[config.mk]
export PLATFORM = sky130hd
export DESIGN_NAME = psds_top
export DESIGN_NICKNAME = d
export VERILOG_FILES = /design/src/psds_pkg.sv /design/src/psds_axil_slave.sv /design/src/psds_drive_mux.sv /design/src/psds_top.sv
export SDC_FILE = /design/constraint.sdc
export NUM_CORES = 1
export LEC_CHECK = 0
export BUFFER_PORTS_ARGS = -buffer_cell sky130_fd_sc_hd__buf_2
export CAP_MARGIN = 20
export CORE_MARGIN = 3
export CORE_UTILIZATION = 46
export DETAILED_ROUTE_END_ITERATION = 8
export GPL_TIMING_DRIVEN = 0
export HOLD_SLACK_MARGIN = 0.02
export PLACE_DENSITY_LB_ADDON = 0.15
export SETUP_SLACK_MARGIN = 0.1
export SLEW_MARGIN = 20
export SYNTH_ARGS = -nofsm -noshare
export SYNTH_HDL_FRONTEND = slang
export SYNTH_HIERARCHICAL = 1
export SYNTH_SLANG_ARGS = --single-unit
export TNS_END_PERCENT = 30
[constraint.sdc]
create_clock -name sys_clk -period 1.95 [get_ports sys_clk]
set_input_delay 0.585 -clock sys_clk [delete_from_list [all_inputs] [get_ports sys_clk]]
set_output_delay 0.585 -clock sys_clk [all_outputs]
set_load 0.05 [all_outputs]
[src/psds_pkg.sv]
// ----------------------------------------------------------------------
// Shared constants and types
// ----------------------------------------------------------------------
package psds_pkg;

  // Byte addresses of the two control registers
  localparam logic [3:0] PSDS_ADDR_CTRL_A = 4'h0;
  localparam logic [3:0] PSDS_ADDR_CTRL_B = 4'h4;

  // Reset values
  localparam logic [7:0] PSDS_RESET_CTRL_A = 8'h01;
  localparam logic [7:0] PSDS_RESET_CTRL_B = 8'h00;

  // Writable bit masks; the unused bit of each register is cleared
  localparam logic [7:0] PSDS_MASK_CTRL_A = 8'hBF;
  localparam logic [7:0] PSDS_MASK_CTRL_B = 8'h7F;

  // Field positions in control register a
  localparam int PSDS_A_DIV_SENSE = 7;
  localparam int PSDS_A_LAMP_SEL  = 4;
  localparam int PSDS_A_LAMP_ON   = 3;
  localparam int PSDS_A_OC_SEL    = 1;
  localparam int PSDS_A_HV_ON     = 0;

  // Field positions in control register b
  localparam int PSDS_B_HV_SEL    = 5;
  localparam int PSDS_B_HS_EN     = 4;
  localparam int PSDS_B_LS_EN     = 3;
  localparam int PSDS_B_SND_SEL   = 1;
  localparam int PSDS_B_SND_ON    = 0;

  // AXI response codes
  localparam logic [1:0] PSDS_RESP_OKAY   = 2'h0;
  localparam logic [1:0] PSDS_RESP_SLVERR = 2'h2;

  // Source selection codes
  typedef enum logic [1:0]
  {
    PSDS_SRC_STATIC = 2'h0,
    PSDS_SRC_TIMER0 = 2'h1,
    PSDS_SRC_TIMER1 = 2'h2,
    PSDS_SRC_TIMER2 = 2'h3
  } psds_src_t;

  // Overcurrent sense input codes
  typedef enum logic [1:0]
  {
    PSDS_OC_PIN0 = 2'h0,
    PSDS_OC_PIN1 = 2'h1,
    PSDS_OC_TAP  = 2'h2
  } psds_oc_t;

  // Decoded control fields handed to the drive logic
  typedef struct packed
  {
    logic      divider_sense_enable;
    psds_src_t lamp_sel;
    logic      lamp_static_on;
    logic [1:0] oc_sel;
    logic      high_voltage_static_on;
    psds_src_t hv_sel;
    logic      boost_high_side_gate_enable;
    logic      boost_low_side_gate_enable;
    psds_src_t sounder_sel;
    logic      sounder_static_on;
  } psds_ctrl_t;

  // Three timer PWM outputs plus timer zero complementary pair
  typedef struct packed
  {
    logic [2:0] timer_pwm;
    logic       timer_high_side_pwm;
    logic       timer_low_side_pwm;
  } psds_pwm_t;

endpackage

[src/psds_axil_slave.sv]
`timescale 1ns/1ps
`default_nettype none
// ----------------------------------------------------------------------
// AXI4-Lite slave for the two control registers
// ----------------------------------------------------------------------
module psds_axil_slave
  import psds_pkg::*;
(
  input  wire logic        sys_clk,
  input  wire logic        resetn,
  input  wire logic [3:0]  s_axi_awaddr,
  input  wire logic        s_axi_awvalid,
  output logic             s_axi_awready,
  input  wire logic [31:0] s_axi_wdata,
  input  wire logic [3:0]  s_axi_wstrb,
  input  wire logic        s_axi_wvalid,
  output logic             s_axi_wready,
  output logic [1:0]       s_axi_bresp,
  output logic             s_axi_bvalid,
  input  wire logic        s_axi_bready,
  input  wire logic [3:0]  s_axi_araddr,
  input  wire logic        s_axi_arvalid,
  output logic             s_axi_arready,
  output logic [31:0]      s_axi_rdata,
  output logic [1:0]       s_axi_rresp,
  output logic             s_axi_rvalid,
  input  wire logic        s_axi_rready,
  output logic [7:0]       ctrl_a,
  output logic [7:0]       ctrl_b
);

  logic        aw_held;
  logic        w_held;
  logic [3:0]  aw_addr;
  logic [7:0]  w_byte;
  logic        w_lane;
  logic        next_aw_held;
  logic        next_w_held;
  logic [3:0]  next_aw_addr;
  logic [7:0]  next_w_byte;
  logic        next_w_lane;
  logic [7:0]  next_ctrl_a;
  logic [7:0]  next_ctrl_b;
  logic        next_bvalid;
  logic [1:0]  next_bresp;
  logic        next_rvalid;
  logic [31:0] next_rdata;
  logic [1:0]  next_rresp;
  logic        do_write;

  // Channels accepted independently; held until the response drains
  assign s_axi_awready = !aw_held && !s_axi_bvalid;
  assign s_axi_wready  = !w_held && !s_axi_bvalid;
  assign s_axi_arready = !s_axi_rvalid;

  // Write path next state
  always_comb
  begin
    next_aw_held = aw_held;
    next_w_held  = w_held;
    next_aw_addr = aw_addr;
    next_w_byte  = w_byte;
    next_w_lane  = w_lane;
    next_ctrl_a  = ctrl_a;
    next_ctrl_b  = ctrl_b;
    next_bvalid  = s_axi_bvalid;
    next_bresp   = s_axi_bresp;
    if (s_axi_awvalid && s_axi_awready)
    begin
      next_aw_held = 1'b1;
      next_aw_addr = s_axi_awaddr;
    end
    if (s_axi_wvalid && s_axi_wready)
    begin
      next_w_held = 1'b1;
      next_w_byte = s_axi_wdata[7:0];
      next_w_lane = s_axi_wstrb[0];
    end
    do_write = next_aw_held && next_w_held && !s_axi_bvalid;
    if (do_write)
    begin
      // Unused bits masked so they stay zero
      next_bresp = PSDS_RESP_OKAY;
      if (next_aw_addr == PSDS_ADDR_CTRL_A)
      begin
        if (next_w_lane)
          next_ctrl_a = next_w_byte & PSDS_MASK_CTRL_A;
      end
      else if (next_aw_addr == PSDS_ADDR_CTRL_B)
      begin
        if (next_w_lane)
          next_ctrl_b = next_w_byte & PSDS_MASK_CTRL_B;
      end
      else
        next_bresp = PSDS_RESP_SLVERR;
      next_bvalid  = 1'b1;
      next_aw_held = 1'b0;
      next_w_held  = 1'b0;
    end
    else if (s_axi_bvalid && s_axi_bready)
      next_bvalid = 1'b0;
  end

  // Read path next state
  always_comb
  begin
    next_rvalid = s_axi_rvalid;
    next_rdata  = s_axi_rdata;
    next_rresp  = s_axi_rresp;
    if (s_axi_arvalid && s_axi_arready)
    begin
      next_rvalid = 1'b1;
      next_rresp  = PSDS_RESP_OKAY;
      if (s_axi_araddr == PSDS_ADDR_CTRL_A)
        next_rdata = {24'h000000, ctrl_a};
      else if (s_axi_araddr == PSDS_ADDR_CTRL_B)
        next_rdata = {24'h000000, ctrl_b};
      else
      begin
        next_rdata = 32'h00000000;
        next_rresp = PSDS_RESP_SLVERR;
      end
    end
    else if (s_axi_rvalid && s_axi_rready)
      next_rvalid = 1'b0;
  end

  // Registers; high-voltage static bit resets on
  always_ff @(posedge sys_clk or negedge resetn)
  begin
    if (!resetn)
    begin
      aw_held      <= 1'b0;
      w_held       <= 1'b0;
      aw_addr      <= 4'h0;
      w_byte       <= 8'h00;
      w_lane       <= 1'b0;
      ctrl_a       <= PSDS_RESET_CTRL_A;
      ctrl_b       <= PSDS_RESET_CTRL_B;
      s_axi_bvalid <= 1'b0;
      s_axi_bresp  <= 2'h0;
      s_axi_rvalid <= 1'b0;
      s_axi_rdata  <= 32'h00000000;
      s_axi_rresp  <= 2'h0;
    end
    else
    begin
      aw_held      <= next_aw_held;
      w_held       <= next_w_held;
      aw_addr      <= next_aw_addr;
      w_byte       <= next_w_byte;
      w_lane       <= next_w_lane;
      ctrl_a       <= next_ctrl_a;
      ctrl_b       <= next_ctrl_b;
      s_axi_bvalid <= next_bvalid;
      s_axi_bresp  <= next_bresp;
      s_axi_rvalid <= next_rvalid;
      s_axi_rdata  <= next_rdata;
      s_axi_rresp  <= next_rresp;
    end
  end

endmodule
`default_nettype wire

[src/psds_drive_mux.sv]
`timescale 1ns/1ps
`default_nettype none
// ----------------------------------------------------------------------
// One registered source selector for a switch drive
// ----------------------------------------------------------------------
module psds_drive_mux
  import psds_pkg::*;
(
  input  wire logic       sys_clk,
  input  wire logic       resetn,
  input  wire psds_src_t  sel,
  input  wire logic       static_on,
  input  wire logic [2:0] timer_pwm,
  input  wire logic       reset_level,
  output logic            drive
);

  logic next_drive;

  // Static bit on code zero, else the chosen timer PWM
  always_comb
  begin
    case (sel)
      PSDS_SRC_STATIC: next_drive = static_on;
      PSDS_SRC_TIMER0: next_drive = timer_pwm[0];
      PSDS_SRC_TIMER1: next_drive = timer_pwm[1];
      PSDS_SRC_TIMER2: next_drive = timer_pwm[2];
      default:         next_drive = static_on;
    endcase
  end

  // Flop the drive so decode hazards never reach the gate
  always_ff @(posedge sys_clk or negedge resetn)
  begin
    if (!resetn)
      drive <= 1'b0;
    else
      drive <= next_drive;
  end

endmodule
`default_nettype wire

[src/psds_top.sv]
`timescale 1ns/1ps
`default_nettype none
// What this block does
// - Divider-sense bit connects feedback resistor divider
// - Lamp select: static, timer zero, one, two
// - Lamp static mode follows lamp static bit
// - High-voltage select: static or timer zero/one/two
// - High-voltage static bit, resets to one
// - Sounder select: static or timer zero/one/two
// - Sounder static mode gives constant level
// - High-side drive forced high unless enabled
// - Boost drive only from timer zero pair
// - Low-side drive forced low unless enabled
// - Unused register bits read zero
// - Sounder drives two switches together
// - Lamp switch gated by selected lamp drive
// - Overcurrent input: pin0, pin1, or resistor tap
module psds_top
  import psds_pkg::*;
(
  input  wire logic        sys_clk,
  input  wire logic        resetn,
  input  wire logic [3:0]  s_axi_awaddr,
  input  wire logic        s_axi_awvalid,
  output logic             s_axi_awready,
  input  wire logic [31:0] s_axi_wdata,
  input  wire logic [3:0]  s_axi_wstrb,
  input  wire logic        s_axi_wvalid,
  output logic             s_axi_wready,
  output logic [1:0]       s_axi_bresp,
  output logic             s_axi_bvalid,
  input  wire logic        s_axi_bready,
  input  wire logic [3:0]  s_axi_araddr,
  input  wire logic        s_axi_arvalid,
  output logic             s_axi_arready,
  output logic [31:0]      s_axi_rdata,
  output logic [1:0]       s_axi_rresp,
  output logic             s_axi_rvalid,
  input  wire logic        s_axi_rready,
  input  wire psds_pwm_t   pwm_in,
  output logic             high_voltage_enable,
  output logic             lamp_power_switch,
  output logic             sounder_switch_a,
  output logic             sounder_switch_b,
  output logic             boost_high_side_drive,
  output logic             boost_low_side_drive,
  output logic             divider_sense_enable,
  output logic             overcurrent_sel_pin0,
  output logic             overcurrent_sel_pin1,
  output logic             overcurrent_sel_tap
);

  logic [7:0]  ctrl_a;
  logic [7:0]  ctrl_b;
  psds_ctrl_t  ctrl;
  logic        sounder_drive;
  logic        lamp_drive;
  logic        next_hs;
  logic        next_ls;
  logic        next_div;
  logic [2:0]  next_oc;
  logic [2:0]  oc_onehot;

  // --------------------------------------------------------------------
  // Register access
  // --------------------------------------------------------------------
  psds_axil_slave u_regs
  (
    .sys_clk       (sys_clk),
    .resetn        (resetn),
    .s_axi_awaddr  (s_axi_awaddr),
    .s_axi_awvalid (s_axi_awvalid),
    .s_axi_awready (s_axi_awready),
    .s_axi_wdata   (s_axi_wdata),
    .s_axi_wstrb   (s_axi_wstrb),
    .s_axi_wvalid  (s_axi_wvalid),
    .s_axi_wready  (s_axi_wready),
    .s_axi_bresp   (s_axi_bresp),
    .s_axi_bvalid  (s_axi_bvalid),
    .s_axi_bready  (s_axi_bready),
    .s_axi_araddr  (s_axi_araddr),
    .s_axi_arvalid (s_axi_arvalid),
    .s_axi_arready (s_axi_arready),
    .s_axi_rdata   (s_axi_rdata),
    .s_axi_rresp   (s_axi_rresp),
    .s_axi_rvalid  (s_axi_rvalid),
    .s_axi_rready  (s_axi_rready),
    .ctrl_a        (ctrl_a),
    .ctrl_b        (ctrl_b)
  );

  // Field decode of both registers
  always_comb
  begin
    ctrl.divider_sense_enable        = ctrl_a[PSDS_A_DIV_SENSE];
    ctrl.lamp_sel    = psds_src_t'(ctrl_a[PSDS_A_LAMP_SEL +: 2]);
    ctrl.lamp_static_on              = ctrl_a[PSDS_A_LAMP_ON];
    ctrl.oc_sel                      = ctrl_a[PSDS_A_OC_SEL +: 2];
    ctrl.high_voltage_static_on      = ctrl_a[PSDS_A_HV_ON];
    ctrl.hv_sel      = psds_src_t'(ctrl_b[PSDS_B_HV_SEL +: 2]);
    ctrl.boost_high_side_gate_enable = ctrl_b[PSDS_B_HS_EN];
    ctrl.boost_low_side_gate_enable  = ctrl_b[PSDS_B_LS_EN];
    ctrl.sounder_sel = psds_src_t'(ctrl_b[PSDS_B_SND_SEL +: 2]);
    ctrl.sounder_static_on           = ctrl_b[PSDS_B_SND_ON];
  end

  // --------------------------------------------------------------------
  // Source selectors
  // --------------------------------------------------------------------
  // High-voltage enable; reset_level is tied on but unused, so the drive resets low until the static bit loads
  psds_drive_mux u_hv_mux
  (
    .sys_clk     (sys_clk),
    .resetn      (resetn),
    .sel         (ctrl.hv_sel),
    .static_on   (ctrl.high_voltage_static_on),
    .timer_pwm   (pwm_in.timer_pwm),
    .reset_level (1'b1),
    .drive       (high_voltage_enable)
  );

  // Lamp drive gates the lamp supply switch
  psds_drive_mux u_lamp_mux
  (
    .sys_clk     (sys_clk),
    .resetn      (resetn),
    .sel         (ctrl.lamp_sel),
    .static_on   (ctrl.lamp_static_on),
    .timer_pwm   (pwm_in.timer_pwm),
    .reset_level (1'b0),
    .drive       (lamp_drive)
  );

  // Sounder drive, steady level in static mode
  psds_drive_mux u_snd_mux
  (
    .sys_clk     (sys_clk),
    .resetn      (resetn),
    .sel         (ctrl.sounder_sel),
    .static_on   (ctrl.sounder_static_on),
    .timer_pwm   (pwm_in.timer_pwm),
    .reset_level (1'b0),
    .drive       (sounder_drive)
  );

  assign lamp_power_switch = lamp_drive;
  assign sounder_switch_a  = sounder_drive;
  assign sounder_switch_b  = sounder_drive;

  // --------------------------------------------------------------------
  // Boost pair, divider and overcurrent selection
  // --------------------------------------------------------------------
  // Only timer zero's pair can reach the boost switches
  always_comb
  begin
    next_hs = ctrl.boost_high_side_gate_enable ?
              pwm_in.timer_high_side_pwm : 1'b1;
    next_ls = ctrl.boost_low_side_gate_enable ?
              pwm_in.timer_low_side_pwm : 1'b0;
    next_div = ctrl.divider_sense_enable;
    case (ctrl.oc_sel)
      PSDS_OC_PIN0: next_oc = 3'h1;
      PSDS_OC_PIN1: next_oc = 3'h2;
      default:      next_oc = 3'h4;
    endcase
  end

  // All drives registered: one cycle after the write, glitch free
  always_ff @(posedge sys_clk or negedge resetn)
  begin
    if (!resetn)
    begin
      boost_high_side_drive <= 1'b1;
      boost_low_side_drive  <= 1'b0;
      divider_sense_enable  <= 1'b0;
      oc_onehot             <= 3'h1;
    end
    else
    begin
      boost_high_side_drive <= next_hs;
      boost_low_side_drive  <= next_ls;
      divider_sense_enable  <= next_div;
      oc_onehot             <= next_oc;
    end
  end

  assign overcurrent_sel_pin0 = oc_onehot[0];
  assign overcurrent_sel_pin1 = oc_onehot[1];
  assign overcurrent_sel_tap  = oc_onehot[2];

endmodule
`default_nettype wire

# --- Word-level counts from Yosys, hierarchy flattened ---
# Index checks and enable logic that the tools add are counted.
totals:
  register_bits: 76
  inputBits: 56
  out_inout_bits: 51
  word_cells: 78
classes:
  n_eq_ne: 12
  n_mux: 23
  bitwise_logic: 1
  reduce_logical: 23
ops:
  columns: ["operator", "count"]
  rows:
  - ["$mux 32", 1]
  - ["$eq 2x2->1 const B", 6]
  - ["$pmux 1 s4", 3]
  - ["$mux 1", 11]
  - ["$logic_and 1x1->1", 9]
  - ["$eq 2x1->1 const B", 4]
  - ["$eq 4x3->1 const B", 2]
  - ["$logic_not 2->1", 4]
  - ["$logic_not 4->1", 2]
  - ["$mux 2", 4]
  - ["$mux 8", 1]
  - ["$mux 7", 1]
  - ["$pmux 3 s2", 1]
  - ["$logic_not 1->1", 4]
  - ["$mux 4", 1]
  - ["$reduce_and 4->1", 1]
  - ["$reduce_bool 2->1", 2]
  - ["$reduce_and 3->1", 1]
  - ["$not 1->1", 1]

# --- Depth between registers and ports, before layout ---
logic_depth:
  depth_word: 7
  mapped_depth: 5
  depth_no_buf: 4

# --- Cells and area by module ---
# Netlist, hierarchy kept.
modules_own_cells:
  columns: ["mod", "instances", "cells_per_inst", "area_per_inst_um2", "seq_area_each_um2"]
  rows:
  - ["psds_axil_slave", 1, 153, 1988.2, 1027.2]
  - ["psds_top", 1, 14, 193.9, 152.6]
  - ["psds_drive_mux", 3, 2, 47.5, 25.0]

# --- Worst setup path after synthesis ---
# OpenSTA, ideal clock, no wires.
synth_path:
  kind: "register to register"
  startpoint: "register u_regs.s_axi_bvalid"
  endpoint: "register u_regs.ctrl_a[1]"
  setup_ns: 0.125
  t_arrival_ns: 1.880
  required_ns: 1.825
  slack_ns: -0.055
  path_stages_with_launch: 5
  n_path_buf: 0
  synth_period_minus_slack_ns: 2.005
  path_cell_list: "dfrtp_1 nor3b_4 mux2_4 nand3b_4 mux2_4"
synth_via:
  word_cells_on_any_way: 14
  cone_classes: "5 x mux; 9 x reduce/logical"
synth_rtl:
  columns: ["element", "line_no", "source"]
  rows:
  - ["from (decl)", "psds_axil_slave.sv:19", "output logic s_axi_bvalid,"]
  - ["from (signal assigned)", "psds_axil_slave.sv:155", "s_axi_bvalid <= next_bvalid;"]
  - ["$logic_not 1->1", "psds_axil_slave.sv:52", "assign s_axi_awready = !aw_held && !s_axi_bvalid;"]
  - ["$logic_and 1x1->1", "psds_axil_slave.sv:52", null]
  - ["$logic_and 1x1->1", "psds_axil_slave.sv:68", "if (s_axi_awvalid && s_axi_awready)"]
  - ["$mux 4", "psds_axil_slave.sv:68", null]
  - ["named net u_regs.next_aw_addr[2]", "psds_axil_slave.sv:39", "logic [3:0] next_aw_addr;"]
  - ["$logic_not 4->1", "psds_axil_slave.sv:84", "if (next_aw_addr == PSDS_ADDR_CTRL_A)"]
  - ["$reduce_and 3->1 (no line)", null, null]
  - ["to (signal assigned)", "psds_axil_slave.sv:153", "ctrl_a <= next_ctrl_a;"]
  - ["to (decl)", "psds_axil_slave.sv:28", "output logic [7:0] ctrl_a,"]
# The timed path passes the listed nets, and every way through them passes these cells.
# A chain may end at the register's enable or synchronous reset.

# --- Worst setup path in the final report ---
layout_path:
  startpoint: "register u_regs.s_axi_bvalid"
  endpoint: "register u_regs.ctrl_a[5]"
# The elaborated chain is that of the path after synthesis.

==> impl_metrics.env <==
export IMPL_crit_buf_inv=0
export IMPL_grt_pass1_vias=1345
export IMPL_die_h_um=76.7
export IMPL_yosysWarnings=6
export IMPL_die_area_sq_mm=0.00589
export IMPL_design_area_sq_mm=0.00284
export IMPL_cp_common_cell="mux2_4"
export IMPL_num_vias=1399
export IMPL_syn_cell_area_sq_mm=0.00230
export IMPL_avgRoutedWirePerCell_um=12.0
export IMPL_slew_headroom=0.593
export IMPL_max_vdd_ir_drop_mv=0.759
export IMPL_fin_nets=310
export IMPL_critPathMaxFanout=8
export IMPL_grt_setup_unrepaired="yes"
export IMPL_grt_pass1_wl_mm=6.30
export IMPL_path_clk_slew_ps=90
export IMPL_critPathLaunchType="register"
export IMPL_max_clock_path_buffers=2
export IMPL_tightestPinTransition_ps=610
export IMPL_critical_path_required_ps=2140
export IMPL_ant_nets=0
export IMPL_globalplace_congestion=0.712
export IMPL_viasPerCell=4.34
export IMPL_comb_power_share=0.428
export IMPL_synth_cells=169
export IMPL_fin_crit_sh=0.931
export IMPL_p_int_w=0.00235
export IMPL_p_seq_frac=0.417
export IMPL_critical_path_class="reg -> reg"
export IMPL_p_per_area_mw_per_mm2=1380
export IMPL_power_leakage_nw=1.51
export IMPL_hold_violations=0
export IMPL_core_area_sq_mm=0.00479
export IMPL_p_sw_frac=0.398
export IMPL_power_net_switching_w=0.00155
export IMPL_avgSynthCellArea_sq_um=13.6
export IMPL_timing_max_cap_violations=0
export IMPL_drive_gt1_frac=0.498
export IMPL_finalPower_w=0.00391
export IMPL_finalSetupViolations=0
export IMPL_die_w_um=76.7
export IMPL_p_clk_frac=0.155
export IMPL_dr_pass1_iters=4
export IMPL_outcome="finished clean"
export IMPL_antenna_found_initial=0
export IMPL_min_period_ps=1820
export IMPL_routed_wl_mm=3.85
export IMPL_port_buffers=52
export IMPL_cts_sinks=50
export IMPL_cts_tree="built"
export IMPL_worstPathArrival_ps=2000
export IMPL_drt_iter0_drc=52
export IMPL_fmax_mhz=551
export IMPL_root_buffer="clkbuf_8"
export IMPL_cts_resized=0
export IMPL_endpoint_kind="register"
export IMPL_cts_buffers=5
export IMPL_hpwl_mm=2.85
export IMPL_path_delay_family="multiplexers"
export IMPL_grt_use_total=0.136
export IMPL_report_final_slew_viol_count=0
export IMPL_grt_max_degree=51
export IMPL_cp_slowest_cell="dfrtp_2"
export IMPL_grt_overflow_total=0
export IMPL_postPlaceCellArea_sq_mm=0.00274
export IMPL_min_path_type="in -> async"
export IMPL_rows=25
export IMPL_io_pin_count=107
export IMPL_slowest_delay_ps=470
export IMPL_area_growth_pct=23.5
export IMPL_fin_skew_ps=8.07
export IMPL_drc=0
export IMPL_clock_latency_ps=300
export IMPL_start_util=0.481
export IMPL_cp_cell_sequence="nor3b_4 > mux2_4 > nand3b_4 > mux2_4"
export IMPL_hold_slack_ps=279
export IMPL_htree_levels=2
export IMPL_cts_hold_buffers_added=0
export IMPL_diodes=0
[placed cells by master (no fill, tap or decap), drive strengths merged]
cell,instances
nand2b,1
nand3b,2
clkbuf,11
buf,81
mux4,3
o41ai,1
o31ai,8
inv,3
o22ai,1
nor2,6
dfrtp,47
conb,26
nor3,2
o21a,1
o21ai,2
mux2,29
a21oi,2
nand2,11
or3,1
nor3b,1
nor2b,3
clkinv,1
dfstp,3
mux2i,6
o21bai,1
nand3,1
and2,1
[path summary, 6_finish.rpt]
kind / from / end / slack, ps / cells after the start
max: u_regs/s_axi_bvalid$_DFFE_PN0P_ / u_regs/ctrl_a[5]$_DFFE_PN0P_ / 130 / 4
min: resetn / u_regs/s_axi_rvalid$_DFFE_PN0P_ / 280 / 1
min reg2reg: u_regs/ctrl_a[7]$_DFFE_PN0P_ / divider_sense_enable$_DFF_PN0_ / 420 / 0
min in group sys_clk: u_regs/ctrl_a[7]$_DFFE_PN0P_ / divider_sense_enable$_DFF_PN0_ / 420 / 0
max in group asynchronous: resetn / u_regs/s_axi_bvalid$_DFFE_PN0P_ / 1220 / 1
max reg2reg: u_regs/s_axi_bvalid$_DFFE_PN0P_ / u_regs/ctrl_a[5]$_DFFE_PN0P_ / 130 / 4
[final cells by class]
type	instances	area [sq um]
Multi-Input combinational cell	109	901
Fill cell	423	1940
Inverter	3	11.3
Timing Repair Buffer	53	270
Tap cell	67	83.8
Buffer	32	229
Sequential cell	50	1260
Clock inverter	1	5.00
Clock buffer	7	86.3
[state kept, by name, summed over array words and instances (netlist names), 3 cells and up]
signal,count
u_regs/ctrl_b,7
u_regs/s_axi_rdata,8
u_regs/ctrl_a,7
u_regs/aw_addr,4
oc_onehot,3
u_regs/w_byte,8
[power by group through the flow]
stage | sequential, W | clock [W] | combinational (W)
after floorplan | 0.00198 | 0 | 0.00101
after global placement | 0.00165 | 0 | 0.00165
after detailed placement | 0.00165 | 0 | 0.00167
after CTS | 0.00164 | 0.000627 | 0.00168
after global routing | 0.00169 | 0.000667 | 0.00178
final | 0.00163 | 0.000604 | 0.00167
[worst register-to-register path, stage by stage, from the launching register on]
cell,delay (ps)
dfrtp_2,470
nor3b_4,270
mux2_4,360
nand3b_4,270
mux2_4,340
[routing by layer]
| metal | share of wire | vias to the layer above | global-route usage |
|---|---|---|---|
| met5 | 0 | - | 0 |
| met4 | 0.018 | 0 | 0.0543 |
| met3 | 0.084 | 6 | 0.0493 |
| met2 | 0.44 | 51 | 0.205 |
| met1 | 0.45 | 642 | 0.179 |
| li1 | - | 700 | - |
[repair_timing]
item | in CTS | in global routing
pin swaps | 1 | 1
endpoints found under the setup margin | 6 | 6
hold endpoints to repair | 0 | 0
buffers inserted | 1 | 0
[through the flow]
step	TNS [ps]	util	cells	setup slack, ps
floorplan	0	-	194	69.9
global placement	-1310	0.573	313	-146
detailed placement	-1380	0.573	313	-151
CTS	0	0.593	322	121
global route	0	0.594	322	86.7
finish	0	0.594	322	134
Power figures use the tool's default switching activity.
